`config.mk`:
```
export PLATFORM = sky130hd
export DESIGN_NAME = ultrasonic_teach_controller
export DESIGN_NICKNAME = d
export VERILOG_FILES = /design/src/verilog/teach_pkg.sv /design/src/verilog/ultrasonic_teach_controller.sv
export SDC_FILE = /design/constraint.sdc
export NUM_CORES = 1
export LEC_CHECK = 0
export BUFFER_PORTS_ARGS = -buffer_cell sky130_fd_sc_hd__clkbuf_2
export CORE_UTILIZATION = 35
export DETAILED_ROUTE_END_ITERATION = 10
export PLACE_DENSITY_LB_ADDON = 0.3
export REMOVE_ABC_BUFFERS = 1
export SYNTH_ARGS = -nofsm -noshare
export SYNTH_HDL_FRONTEND = slang
export SYNTH_SLANG_ARGS = --single-unit
export TNS_END_PERCENT = 20
```
`constraint.sdc`:
```
create_clock -name clock_i -period 7.9 [get_ports clock_i]
set_input_delay 0.395 -clock clock_i [delete_from_list [all_inputs] [get_ports clock_i]]
set_output_delay 0.395 -clock clock_i [all_outputs]
set_load 0.03 [all_outputs]
```
`src/verilog/teach_pkg.sv`:
```
// constants and types for the teach and lock controller
package teach_pkg;
  // ****************************************
  // clock and time base
  // ****************************************
  localparam int unsigned CLK_HZ      = 100_000_000;
  localparam int unsigned MS_PER_S    = 1000;
  localparam int unsigned MS_CYCLES   = CLK_HZ / MS_PER_S;
  localparam int unsigned DIV_W       = 17;
  localparam int unsigned CNT_W       = 14;
  localparam int unsigned DIST_W      = 11;
  // ****************************************
  // button and pin timing in ms, flash rates in Hz
  // ****************************************
  localparam int unsigned HOLD_MIN_MS = 7000;
  localparam int unsigned HOLD_MAX_MS = 12000;
  localparam int unsigned SHORT_MS    = 2000;
  localparam int unsigned PIN1_MIN_MS = 20;
  localparam int unsigned PIN1_MAX_MS = 80;
  localparam int unsigned PIN2_MIN_MS = 120;
  localparam int unsigned PIN2_MAX_MS = 180;
  localparam int unsigned LOCK_MS     = 1000;
  localparam int unsigned TEACH_HZ    = 3;
  localparam int unsigned ERR_HZ      = 8;
  localparam int unsigned TEACH_HALF  = MS_PER_S / (2 * TEACH_HZ);
  localparam int unsigned ERR_HALF    = MS_PER_S / (2 * ERR_HZ);
  // ****************************************
  // distances in mm and reset direction
  // ****************************************
  localparam logic [10:0] SCAN_LO_S   = 11'h019;
  localparam logic [10:0] SCAN_HI_S   = 11'h190;
  localparam logic [10:0] SCAN_LO_L   = 11'h096;
  localparam logic [10:0] SCAN_HI_L   = 11'h514;
  localparam logic [10:0] GAP_S       = 11'h028;
  localparam logic [10:0] GAP_L       = 11'h082;
  localparam logic        RISING_RST  = 1'b1;
  // ****************************************
  // analog error codes and states
  // ****************************************
  localparam logic [1:0]  AERR_NONE   = 2'h0;
  localparam logic [1:0]  AERR_CLOSE  = 2'h1;
  localparam logic [1:0]  AERR_FAR    = 2'h2;
  typedef enum logic [4:0] {
    S_IDLE  = 5'h01,
    S_HOLD  = 5'h02,
    S_ARMED = 5'h04,
    S_WAIT  = 5'h08,
    S_PRESS = 5'h10
  } state_t;
endpackage

```
`src/verilog/ultrasonic_teach_controller.sv`:
```
// teach sequencing, button lock and error signalling for the sensor
`timescale 1ns/1ns
module ultrasonic_teach_controller #(
  parameter int unsigned MS_CYCLES = teach_pkg::MS_CYCLES
) (
  input  wire logic        clock_i,
  input  wire logic        nrst_i,
  input  wire logic        button2_i,
  input  wire logic        teach_pin_i,
  input  wire logic        pin_reconf_i,
  input  wire logic        long_range_i,
  input  wire logic [10:0] distance_i,
  input  wire logic        distance_valid_i,
  input  wire logic        switching_output_i,
  output logic             led_yellow_o,
  output logic             led_green_o,
  output logic             teach_active_o,
  output logic             teach_error_o,
  output logic             rising_o,
  output logic [10:0]      range_lo_o,
  output logic [10:0]      range_hi_o,
  output logic [1:0]       analog_output_err_o,
  output logic [10:0]      window_lo_o,
  output logic [10:0]      window_hi_o,
  output logic             window_load_o,
  output logic [10:0]      switch_point_o,
  output logic             switch_load_o
);

  // ****************************************
  // state
  // ****************************************
  teach_pkg::state_t st_q, st_d;
  logic [16:0] div_q, div_d;
  logic        tick_q, tick_d;
  logic [13:0] hold_q, hold_d;
  logic [13:0] pcnt_q, pcnt_d;
  logic        pprev_q, pprev_d;
  logic        src_pin_q, src_pin_d;
  logic [10:0] first_q, first_d;
  logic [13:0] tph_cnt_q, tph_cnt_d;
  logic [13:0] eph_cnt_q, eph_cnt_d;
  logic        tph_q, tph_d;
  logic        eph_q, eph_d;
  logic        err_q, err_d;
  logic        rise_q, rise_d;
  logic [10:0] lo_q, lo_d;
  logic [10:0] hi_q, hi_d;
  logic [1:0]  aerr_q, aerr_d;
  logic [10:0] wlo_q, wlo_d;
  logic [10:0] whi_q, whi_d;
  logic        wld_q, wld_d;
  logic [10:0] sp_q, sp_d;
  logic        sld_q, sld_d;
  logic        ly_q, ly_d;
  logic        lg_q, lg_d;
  logic        busy_q, busy_d;

  logic        pin_teach;
  logic        btn;
  logic        fall;
  logic        one_pt;
  logic        two_pt;
  logic [10:0] smin;
  logic [10:0] smax;
  logic [10:0] gap;
  logic [10:0] plo;
  logic [10:0] phi;
  logic        bad;
  logic        in_scan;
  logic        finish;

  // ****************************************
  // next values
  // ****************************************
  always_comb begin
    st_d      = st_q;
    div_d     = div_q;
    tick_d    = 1'b0;
    hold_d    = hold_q;
    pcnt_d    = pcnt_q;
    pprev_d   = teach_pin_i;
    src_pin_d = src_pin_q;
    first_d   = first_q;
    tph_cnt_d = tph_cnt_q;
    eph_cnt_d = eph_cnt_q;
    tph_d     = tph_q;
    eph_d     = eph_q;
    err_d     = err_q;
    rise_d    = rise_q;
    lo_d      = lo_q;
    hi_d      = hi_q;
    aerr_d    = aerr_q;
    wlo_d     = wlo_q;
    whi_d     = whi_q;
    wld_d     = 1'b0;
    sp_d      = sp_q;
    sld_d     = 1'b0;
    finish    = 1'b0;

    // 1 ms enable; the divider is a parameter so a bench can shorten it
    if (div_q == 17'(MS_CYCLES - 1)) begin
      div_d  = '0;
      tick_d = 1'b1;
    end else begin
      div_d = div_q + 17'h00001;
    end

    // free running flash phases for both rates
    if (tick_q) begin
      if (tph_cnt_q == 14'(teach_pkg::TEACH_HALF - 1)) begin
        tph_cnt_d = '0;
        tph_d     = ~tph_q;
      end else begin
        tph_cnt_d = tph_cnt_q + 14'h0001;
      end
      if (eph_cnt_q == 14'(teach_pkg::ERR_HALF - 1)) begin
        eph_cnt_d = '0;
        eph_d     = ~eph_q;
      end else begin
        eph_cnt_d = eph_cnt_q + 14'h0001;
      end
    end

    pin_teach = ~pin_reconf_i;
    // while pin_reconf_i is low, a high pin locks the buttons for as long as it stays high
    btn = button2_i & ~(pin_teach & teach_pin_i);

    // pin pulse width in ms; saturates so a lock never looks like a pulse
    if (teach_pin_i) begin
      if (!pprev_q) begin
        pcnt_d = '0;
      end else if (tick_q && pcnt_q != 14'(teach_pkg::LOCK_MS)) begin
        pcnt_d = pcnt_q + 14'h0001;
      end
    end
    fall   = pin_teach & pprev_q & ~teach_pin_i;
    one_pt = fall && pcnt_q >= 14'(teach_pkg::PIN1_MIN_MS)
                  && pcnt_q <= 14'(teach_pkg::PIN1_MAX_MS);
    two_pt = fall && pcnt_q >= 14'(teach_pkg::PIN2_MIN_MS)
                  && pcnt_q <= 14'(teach_pkg::PIN2_MAX_MS);

    // scan limits and least spacing per variant
    smin = long_range_i ? teach_pkg::SCAN_LO_L : teach_pkg::SCAN_LO_S;
    smax = long_range_i ? teach_pkg::SCAN_HI_L : teach_pkg::SCAN_HI_S;
    gap  = long_range_i ? teach_pkg::GAP_L : teach_pkg::GAP_S;
    in_scan = distance_i >= smin && distance_i <= smax;

    // ordered pair of first point and live distance
    plo = (first_q < distance_i) ? first_q : distance_i;
    phi = (first_q < distance_i) ? distance_i : first_q;
    bad = plo < smin || phi > smax || (phi - plo) < gap;

    unique case (st_q)
      teach_pkg::S_IDLE: begin
        if (btn) begin
          hold_d = '0;
          st_d   = teach_pkg::S_HOLD;
        end else if (two_pt) begin
          first_d   = distance_i;
          src_pin_d = 1'b1;
          st_d      = teach_pkg::S_WAIT;
        end else if (one_pt) begin
          // static single point of the switching output
          if (in_scan) begin
            sp_d  = distance_i;
            sld_d = 1'b1;
            err_d = 1'b0;
          end else begin
            err_d = 1'b1;
          end
        end
      end
      teach_pkg::S_HOLD: begin
        if (!btn) begin
          st_d = teach_pkg::S_IDLE;
        end else if (tick_q) begin
          hold_d = hold_q + 14'h0001;
          if (hold_q == 14'(teach_pkg::HOLD_MIN_MS - 1)) begin
            first_d = distance_i;
            st_d    = teach_pkg::S_ARMED;
          end
        end
      end
      teach_pkg::S_ARMED: begin
        if (!btn) begin
          src_pin_d = 1'b0;
          st_d      = teach_pkg::S_WAIT;
        end else if (tick_q) begin
          hold_d = hold_q + 14'h0001;
          // held past the window: the teach is dropped
          if (hold_q == 14'(teach_pkg::HOLD_MAX_MS - 1)) begin
            st_d = teach_pkg::S_IDLE;
          end
        end
      end
      teach_pkg::S_WAIT: begin
        if (src_pin_q) begin
          finish = two_pt;
        end else if (btn) begin
          hold_d = '0;
          st_d   = teach_pkg::S_PRESS;
        end
      end
      teach_pkg::S_PRESS: begin
        if (!btn) begin
          if (hold_q < 14'(teach_pkg::SHORT_MS)) begin
            finish = 1'b1;
          end else begin
            st_d = teach_pkg::S_WAIT;
          end
        end else if (tick_q && hold_q != 14'(teach_pkg::SHORT_MS)) begin
          hold_d = hold_q + 14'h0001;
        end
      end
    endcase

    if (finish) begin
      st_d = teach_pkg::S_IDLE;
      if (bad) begin
        err_d = 1'b1;
      end else begin
        err_d = 1'b0;
        lo_d  = plo;
        hi_d  = phi;
        if (src_pin_q) begin
          // window and range move together; direction is kept
          wlo_d = plo;
          whi_d = phi;
          wld_d = 1'b1;
        end else begin
          rise_d = first_q < distance_i;
        end
      end
    end

    // too close and too far are measured in distance, not output sense
    if (distance_valid_i) begin
      if (distance_i < lo_q) begin
        aerr_d = teach_pkg::AERR_CLOSE;
      end else if (distance_i > hi_q) begin
        aerr_d = teach_pkg::AERR_FAR;
      end else begin
        aerr_d = teach_pkg::AERR_NONE;
      end
    end

    // registered copy so the busy flag leaves the block from a flop
    busy_d = st_d != teach_pkg::S_IDLE;

    // teach flashing outranks error flashing, which outranks measurement
    if (st_d == teach_pkg::S_ARMED || st_d == teach_pkg::S_WAIT
        || st_d == teach_pkg::S_PRESS) begin
      ly_d = tph_q;
      lg_d = ~tph_q;
    end else if (err_d) begin
      ly_d = eph_q;
      lg_d = eph_q;
    end else begin
      ly_d = switching_output_i;
      lg_d = in_scan;
    end
  end

  // ****************************************
  // registers
  // ****************************************
  always_ff @(posedge clock_i) begin
    if (!nrst_i) begin
      st_q      <= teach_pkg::S_IDLE;
      div_q     <= '0;
      tick_q    <= 1'b0;
      hold_q    <= '0;
      pcnt_q    <= '0;
      pprev_q   <= 1'b0;
      src_pin_q <= 1'b0;
      first_q   <= '0;
      tph_cnt_q <= '0;
      eph_cnt_q <= '0;
      tph_q     <= 1'b0;
      eph_q     <= 1'b0;
      err_q     <= 1'b0;
      rise_q    <= teach_pkg::RISING_RST;
      lo_q      <= teach_pkg::SCAN_LO_S;
      hi_q      <= teach_pkg::SCAN_HI_S;
      aerr_q    <= teach_pkg::AERR_NONE;
      wlo_q     <= teach_pkg::SCAN_LO_S;
      whi_q     <= teach_pkg::SCAN_HI_S;
      wld_q     <= 1'b0;
      sp_q      <= teach_pkg::SCAN_HI_S;
      sld_q     <= 1'b0;
      ly_q      <= 1'b0;
      lg_q      <= 1'b0;
      busy_q    <= 1'b0;
    end else begin
      st_q      <= st_d;
      div_q     <= div_d;
      tick_q    <= tick_d;
      hold_q    <= hold_d;
      pcnt_q    <= pcnt_d;
      pprev_q   <= pprev_d;
      src_pin_q <= src_pin_d;
      first_q   <= first_d;
      tph_cnt_q <= tph_cnt_d;
      eph_cnt_q <= eph_cnt_d;
      tph_q     <= tph_d;
      eph_q     <= eph_d;
      err_q     <= err_d;
      rise_q    <= rise_d;
      lo_q      <= lo_d;
      hi_q      <= hi_d;
      aerr_q    <= aerr_d;
      wlo_q     <= wlo_d;
      whi_q     <= whi_d;
      wld_q     <= wld_d;
      sp_q      <= sp_d;
      sld_q     <= sld_d;
      ly_q      <= ly_d;
      lg_q      <= lg_d;
      busy_q    <= busy_d;
    end
  end

  assign led_yellow_o        = ly_q;
  assign led_green_o         = lg_q;
  assign teach_active_o      = busy_q;
  assign teach_error_o       = err_q;
  assign rising_o            = rise_q;
  assign range_lo_o          = lo_q;
  assign range_hi_o          = hi_q;
  assign analog_output_err_o = aerr_q;
  assign window_lo_o         = wlo_q;
  assign window_hi_o         = whi_q;
  assign window_load_o       = wld_q;
  assign switch_point_o      = sp_q;
  assign switch_load_o       = sld_q;

endmodule

```
# [After elaboration in Yosys (flattened, before gate mapping)]
# Index checks and enable logic that the tools add are counted.
[op_classes] n_addsub=6 n_lt_le_gt_ge=13 n_eq_ne=28 n_mux=60 bitwise=17 reduce_logical=27
[ops] operator="2-to-1 mux 14 bit" n=10
[ops] operator="2-to-1 mux 11 bit" n=8
[ops] operator="2-to-1 mux 5 bit" n=13
[ops] operator="adder 14 x 1 -> 14 bit (second input constant)" n=4
[ops] operator="one-hot mux 14 bit (4 select lines)" n=1
[ops] operator="one-hot mux 5 bit (5 select lines)" n=1
[ops] operator="greater-than comparator 11 bit" n=2
[ops] operator="< comparator 11 bit" n=2
[ops] operator="< comparator 11 x 8 -> 1 bit" n=2
[ops] operator="one-hot mux 11 bit (2 select lines)" n=1
[ops] operator="2-to-1 mux 1 bit" n=20
[ops] operator="!= test 2 bit (second input constant)" n=9
[ops] operator="adder 17 x 1 -> 17 bit (second input constant)" n=1
[ops] operator="equality test 17 bit (second input constant)" n=1
[ops] operator="2-to-1 mux 8 bit" n=2
[ops] operator="equality test 14 x 13 -> 1 bit (second input constant)" n=1
[ops] operator="equality test 14 bit (second input constant)" n=1
[ops] operator="equality test 14 x 6 -> 1 bit (second input constant)" n=1
[ops] operator="equality test 14 x 8 -> 1 bit (second input constant)" n=1
[ops] operator=">= comparator 14 x 5 -> 1 bit (second input constant)" n=1
[ops] operator=">= comparator 14 x 7 -> 1 bit (second input constant)" n=1
[ops] operator="less-or-equal comparator 14 x 7 -> 1 bit (second input constant)" n=1
[ops] operator="less-or-equal comparator 14 x 8 -> 1 bit (second input constant)" n=1
[ops] operator="< comparator 14 x 11 -> 1 bit (second input constant)" n=1
[ops] operator="27 further kinds" n=65
[totals] reg_bits=158 out_inout_bits=64

# [Depth between registers and ports, before layout]
[depth] depth_word=13 ltp_mapped=27 ltp_nobuf=20

# [Least setup slack after synthesis]
# OpenSTA, ideal clock, no wires.
[synth_path] path_kind="input to register" startpoint="input port distance_i[8]" endpoint="register ly_q, in the netlist led_yellow_o" setup_ns=0.122 t_arrival_ns=5.462 required_ns=7.778 slack_ns=2.316 cell_stages=24 path_cell_list="clkbuf_1 -> inv_1 -> ha_1 -> buf_4 -> nand4_2 -> nor2_1 -> a31o_2 -> a21o_4 -> buf_4 -> clkbuf_1 -> mux2i_1 -> o221ai_1 -> a221o_1 -> a221oi_1 -> xnor2_1 -> ha_1 -> and3_1 -> a311oi_1 -> nand4_1 -> a311o_1 -> o31a_1 -> buf_6 -> o21a_1 -> o311a_1"
[synth_via] elab_chain_cells=10
[synth_rtl] element="start: declaration" line="ultrasonic_teach_controller.sv:12" text="input wire logic [10:0] distance_i,"
[synth_rtl] element="parallel branches: the longest is 7 deep, another holds < comparator 11 bit"
[synth_rtl] element="2-to-1 mux 1 bit *" line="ultrasonic_teach_controller.sv:218" text="if (finish) begin"
[synth_rtl] element="2-to-1 mux 1 bit *" line="ultrasonic_teach_controller.sv:256" text="end else if (err_d) begin"
[synth_rtl] element="2-to-1 mux 1 bit *" line="ultrasonic_teach_controller.sv:252" text="if (st_d == teach_pkg::S_ARMED || st_d == teach_pkg::S_WAIT"
[synth_rtl] element="end signal: assignment" line="ultrasonic_teach_controller.sv:318" text="ly_q <= ly_d;"
[synth_rtl] element="end: declaration" line="ultrasonic_teach_controller.sv:55" text="logic ly_q, ly_d;"
# Mark *: on every way between the ends.
# A chain may end at the register's enable or synchronous reset.

# [Worst setup path in the final report]
[layout_path] startpoint="register first_q[8]" endpoint="register wlo_q[10], in the netlist window_lo_o[10]"
[layout_via] elab_chain_cells=7
[layout_rtl] element="start: declaration" line="ultrasonic_teach_controller.sv:40" text="logic [10:0] first_q, first_d;"
[layout_rtl] element="start signal: assignment" line="ultrasonic_teach_controller.sv:303" text="first_q <= first_d;"
[layout_rtl] element="< comparator 11 bit" line="ultrasonic_teach_controller.sv:150, ultrasonic_teach_controller.sv:151"
[layout_rtl] element="2-to-1 mux 11 bit, on equally long branches" line="ultrasonic_teach_controller.sv:151, ultrasonic_teach_controller.sv:150"
[layout_rtl] element="subtractor 11 bit (tied with other cells)" line="ultrasonic_teach_controller.sv:152" text="bad = plo < smin || phi > smax || (phi - plo) < gap;"
[layout_rtl] element="< comparator 11 x 8 -> 1 bit / logical OR 1 bit (equally long branches)" line="ultrasonic_teach_controller.sv:152"
[layout_rtl] element="logical OR 1 bit" line="ultrasonic_teach_controller.sv:152"
[layout_rtl] element="NOT 1 bit (no line)"
[layout_rtl] element="AND reduction 3 bit (no line)"
[layout_rtl] element="end signal: assignment" line="ultrasonic_teach_controller.sv:287" text="wlo_q <= teach_pkg::SCAN_LO_S;"
[layout_rtl] element="end signal: assignment" line="ultrasonic_teach_controller.sv:313" text="wlo_q <= wlo_d;"
[layout_rtl] element="end: declaration" line="ultrasonic_teach_controller.sv:50" text="logic [10:0] wlo_q, wlo_d;"
# Parallel ways exist; a longest one is shown, timed or not.

==> impl_metrics.ini <==
[critical_path]
ff2ff_path_depth = 19
critPathLaunchType = register
cp-endpoint = window_lo_o[10]
worstReg2RegStart = first_q[8]
cp_max_fo = 33
cp.arrival_ns = 6.23
worstSetupStartpoint = first_q[8]
cp-end-kind = register
reg2reg_to = window_lo_o[10]
r2r_setup_slack_ns = 2.03
cp.required_ns = 8.26
worstSetupPathType = reg2reg

[placed_design]
place_ws_ns = 1.67
gp_congestion = 0.924
hpwl_um = 18300
port_buffers = 82

[cells_and_area]
drive_gt1_frac = 0.111
fin_util = 0.410
n_antenna_cell = 0
syn2layout_area_growth_pct = 13.3
fin_nets = 1289

[floorplanning]
core_um2 = 25500
die_y_um = 164
num_rows = 58
die_w_um = 164
die-area_um2 = 27000
initial_core_util = 0.361
io_pins = 83

[clock_network]
insertion_delay_ns = 0.43
ctsResizeCount = 0
tritoncts = yes
cts-root-buf = clkbuf_16
cts_post_setup_buffers_inserted = 0
clkTransAtPathRegs_ns = 0.07
cts_buffers = 17
htreeDepth = 4
postCtsHoldBufs = 0
clock_sink_count = 158
clockBufferDepth = 2

[sta]
rsz0062_at_grt = no
tns_ns = 0
clock.fmax_mhz = 170
finalHoldViolCount = 0
clock_skew_ns = 0.0156
maxSlewViolCount = 0
relSlewSlack = 0.488
period_share = 0.744
worstMarginPinSlew_ns = 0.760
min_period_ns = 5.87
finalWorstSetupSlack_ns = 2.03
setup_viol_count_final = 0

[synthesis]
synthTopCellsByCount = 170 x nor2_1, 158 x dfxtp_1, 121 x nand2_1
synth_most_common_cell = nor2_1
synth.area.top_cells = dfxtp_1 34%, ha_1 8.0%, nor2_1 6.9%
synth_area_per_cell_um2 = 7.96
synth_ff_type = dfxtp_1
synth_top_area_cell = dfxtp_1
synth_area_um2 = 9210
ys_ff_latch = 158
seq_area_frac_synth = 0.344
async_flop_share = 0
ys_warn_count = 0
synth_top_area_share = 0.344
synth-edff-count = 0
yosysUniqueCellTypes = 75
syn-instance-count = 1156

[power_and_ir_drop]
p_per_area_nw_per_um2 = 170
ir_worst_vdd_uv = 110
leakage_nw = 4.23

[routing]
drt_wl_total_um = 24900
via_per_inst = 5.26
drt_first_pass_iters = 5
drc = 0
dr_total_vias = 8166
ant_nets = 0
wl_per_cell_um = 16.0
dr.first_iter.drc_count = 506

[global_routing]
antenna_found_initial = 1
grt_max_degree = 38
grt.overflow.total = 0
grt_pass1_vias = 7509
grt_pass1_wl_um = 39900
grt_usage = 0.189

[run_status]
status = completed

[job]
max-cap-violations = 0

[min_path]
min_path_type = in2reg
state kept, by name, summed over array words and instances (netlist names), 2 cells and up:
| name | cells |
|---|---|
| analog_output_err_o | 2 |
| div_q | 17 |
| eph_cnt_q | 14 |
| first_q | 11 |
| hold_q | 14 |
| pcnt_q | 14 |
| range_hi_o | 11 |
| range_lo_o | 11 |
| st_q | 5 |
| switch_point_o | 11 |
| tph_cnt_q | 14 |
| window_hi_o | 11 |
| window_lo_o | 11 |
layout by cell type, fill, tap and decap left out, types with 5 or more instances in the layout:
master,instances
clkbuf_2,82
nor2_1,170
clkbuf_16,17
nor3b_1,6
clkinv_4,5
nor4b_1,6
o21ai_0,49
nor4_1,6
and3_1,23
a211oi_1,9
o211ai_1,6
inv_1,58
or3_1,14
xor2_1,55
nor3_1,21
a21oi_1,62
dfxtp_1,158
nand2b_1,14
nand2_1,121
and2_1,6
nor2b_1,19
a21o_1,15
mux2i_1,48
nand4_1,30
nand3_1,33
buf_4,9
ha_1,59
a31oi_1,7
o21ai_1,13
xnor2_1,16
routing by layer:
metal | vias to the layer above | part of all wire | track usage
li1 | 4136 | - | -
met1 | 3805 | 0.49 | 0.261
met2 | 203 | 0.43 | 0.284
met3 | 20 | 0.067 | 0.0540
met4 | 2 | 0.011 | 0.0505
met5 | - | 0.00052 | 0
layout make-up:
type                       count  area, µm²
multi-input combinational    884       5580
tap                          330        413
inverter                      59        221
clock inverter                12        139
fill                        2629      15000
clock buffer                  19        433
sequential                   158       3160
timing repair buffer          91        478
through the flow:
stage	area, µm²	hold WS [ns]	instances	power (mW)
after floorplan	8970	0.449	1101	0.913
after global routing	10400	0.289	1553	1.83
final	10400	0.279	1553	1.77
after global placement	9860	0.444	1522	0.967
after detailed placement	9860	0.451	1522	0.968
after CTS	10400	0.257	1553	1.79
kinds of logic after synthesis:
kind of cell,Yosys count,share of synthesized area
flops,158,0.344
compound gates,216,0.152
mux,51,0.0563
xor+xnor,71,0.0676
fa+ha+maj,59,0.0802
buf+inv,114,0.0497
simple gates,487,0.251
critical path, cell delays in order, from the launching register on:
cell and delay (ns):
dfxtp_1 0.39, ha_1 0.54, nand4_2 0.18, nor2_1 0.22
a31o_2 0.27, a21o_4 0.38, mux2i_1 0.30, o221ai_1 0.20
a221o_1 0.33, a221oi_1 0.30, xnor2_1 0.19, ha_1 0.30
and3_1 0.18, a311oi_1 0.26, nand4_1 0.11, a311o_1 0.38
o31a_1 0.29, buf_4 0.25, nand2_2 0.46, mux2i_1 0.24
how the worst min path moves through the flow:
stage	start	cells after the start	to
detailed placement	window_hi_o[0]	2	window_hi_o[0]
global route	distance_valid_i	3	analog_output_err_o[1]
global placement	window_hi_o[3]	2	window_hi_o[3]
CTS	distance_valid_i	3	analog_output_err_o[1]
floorplan	div_q[0]	1	div_q[0]
finish	distance_valid_i	3	analog_output_err_o[1]
power breakdown:
group | switching (mW) | internal [mW] | leakage, nW
combinational | 0.0963 | 0.0490 | 2.68
sequential | 0.00570 | 0.801 | 1.28
clock | 0.352 | 0.467 | 0.278
total | 0.454 | 1.32 | 4.23
Note: power is estimated with default switching activity, not from simulation.
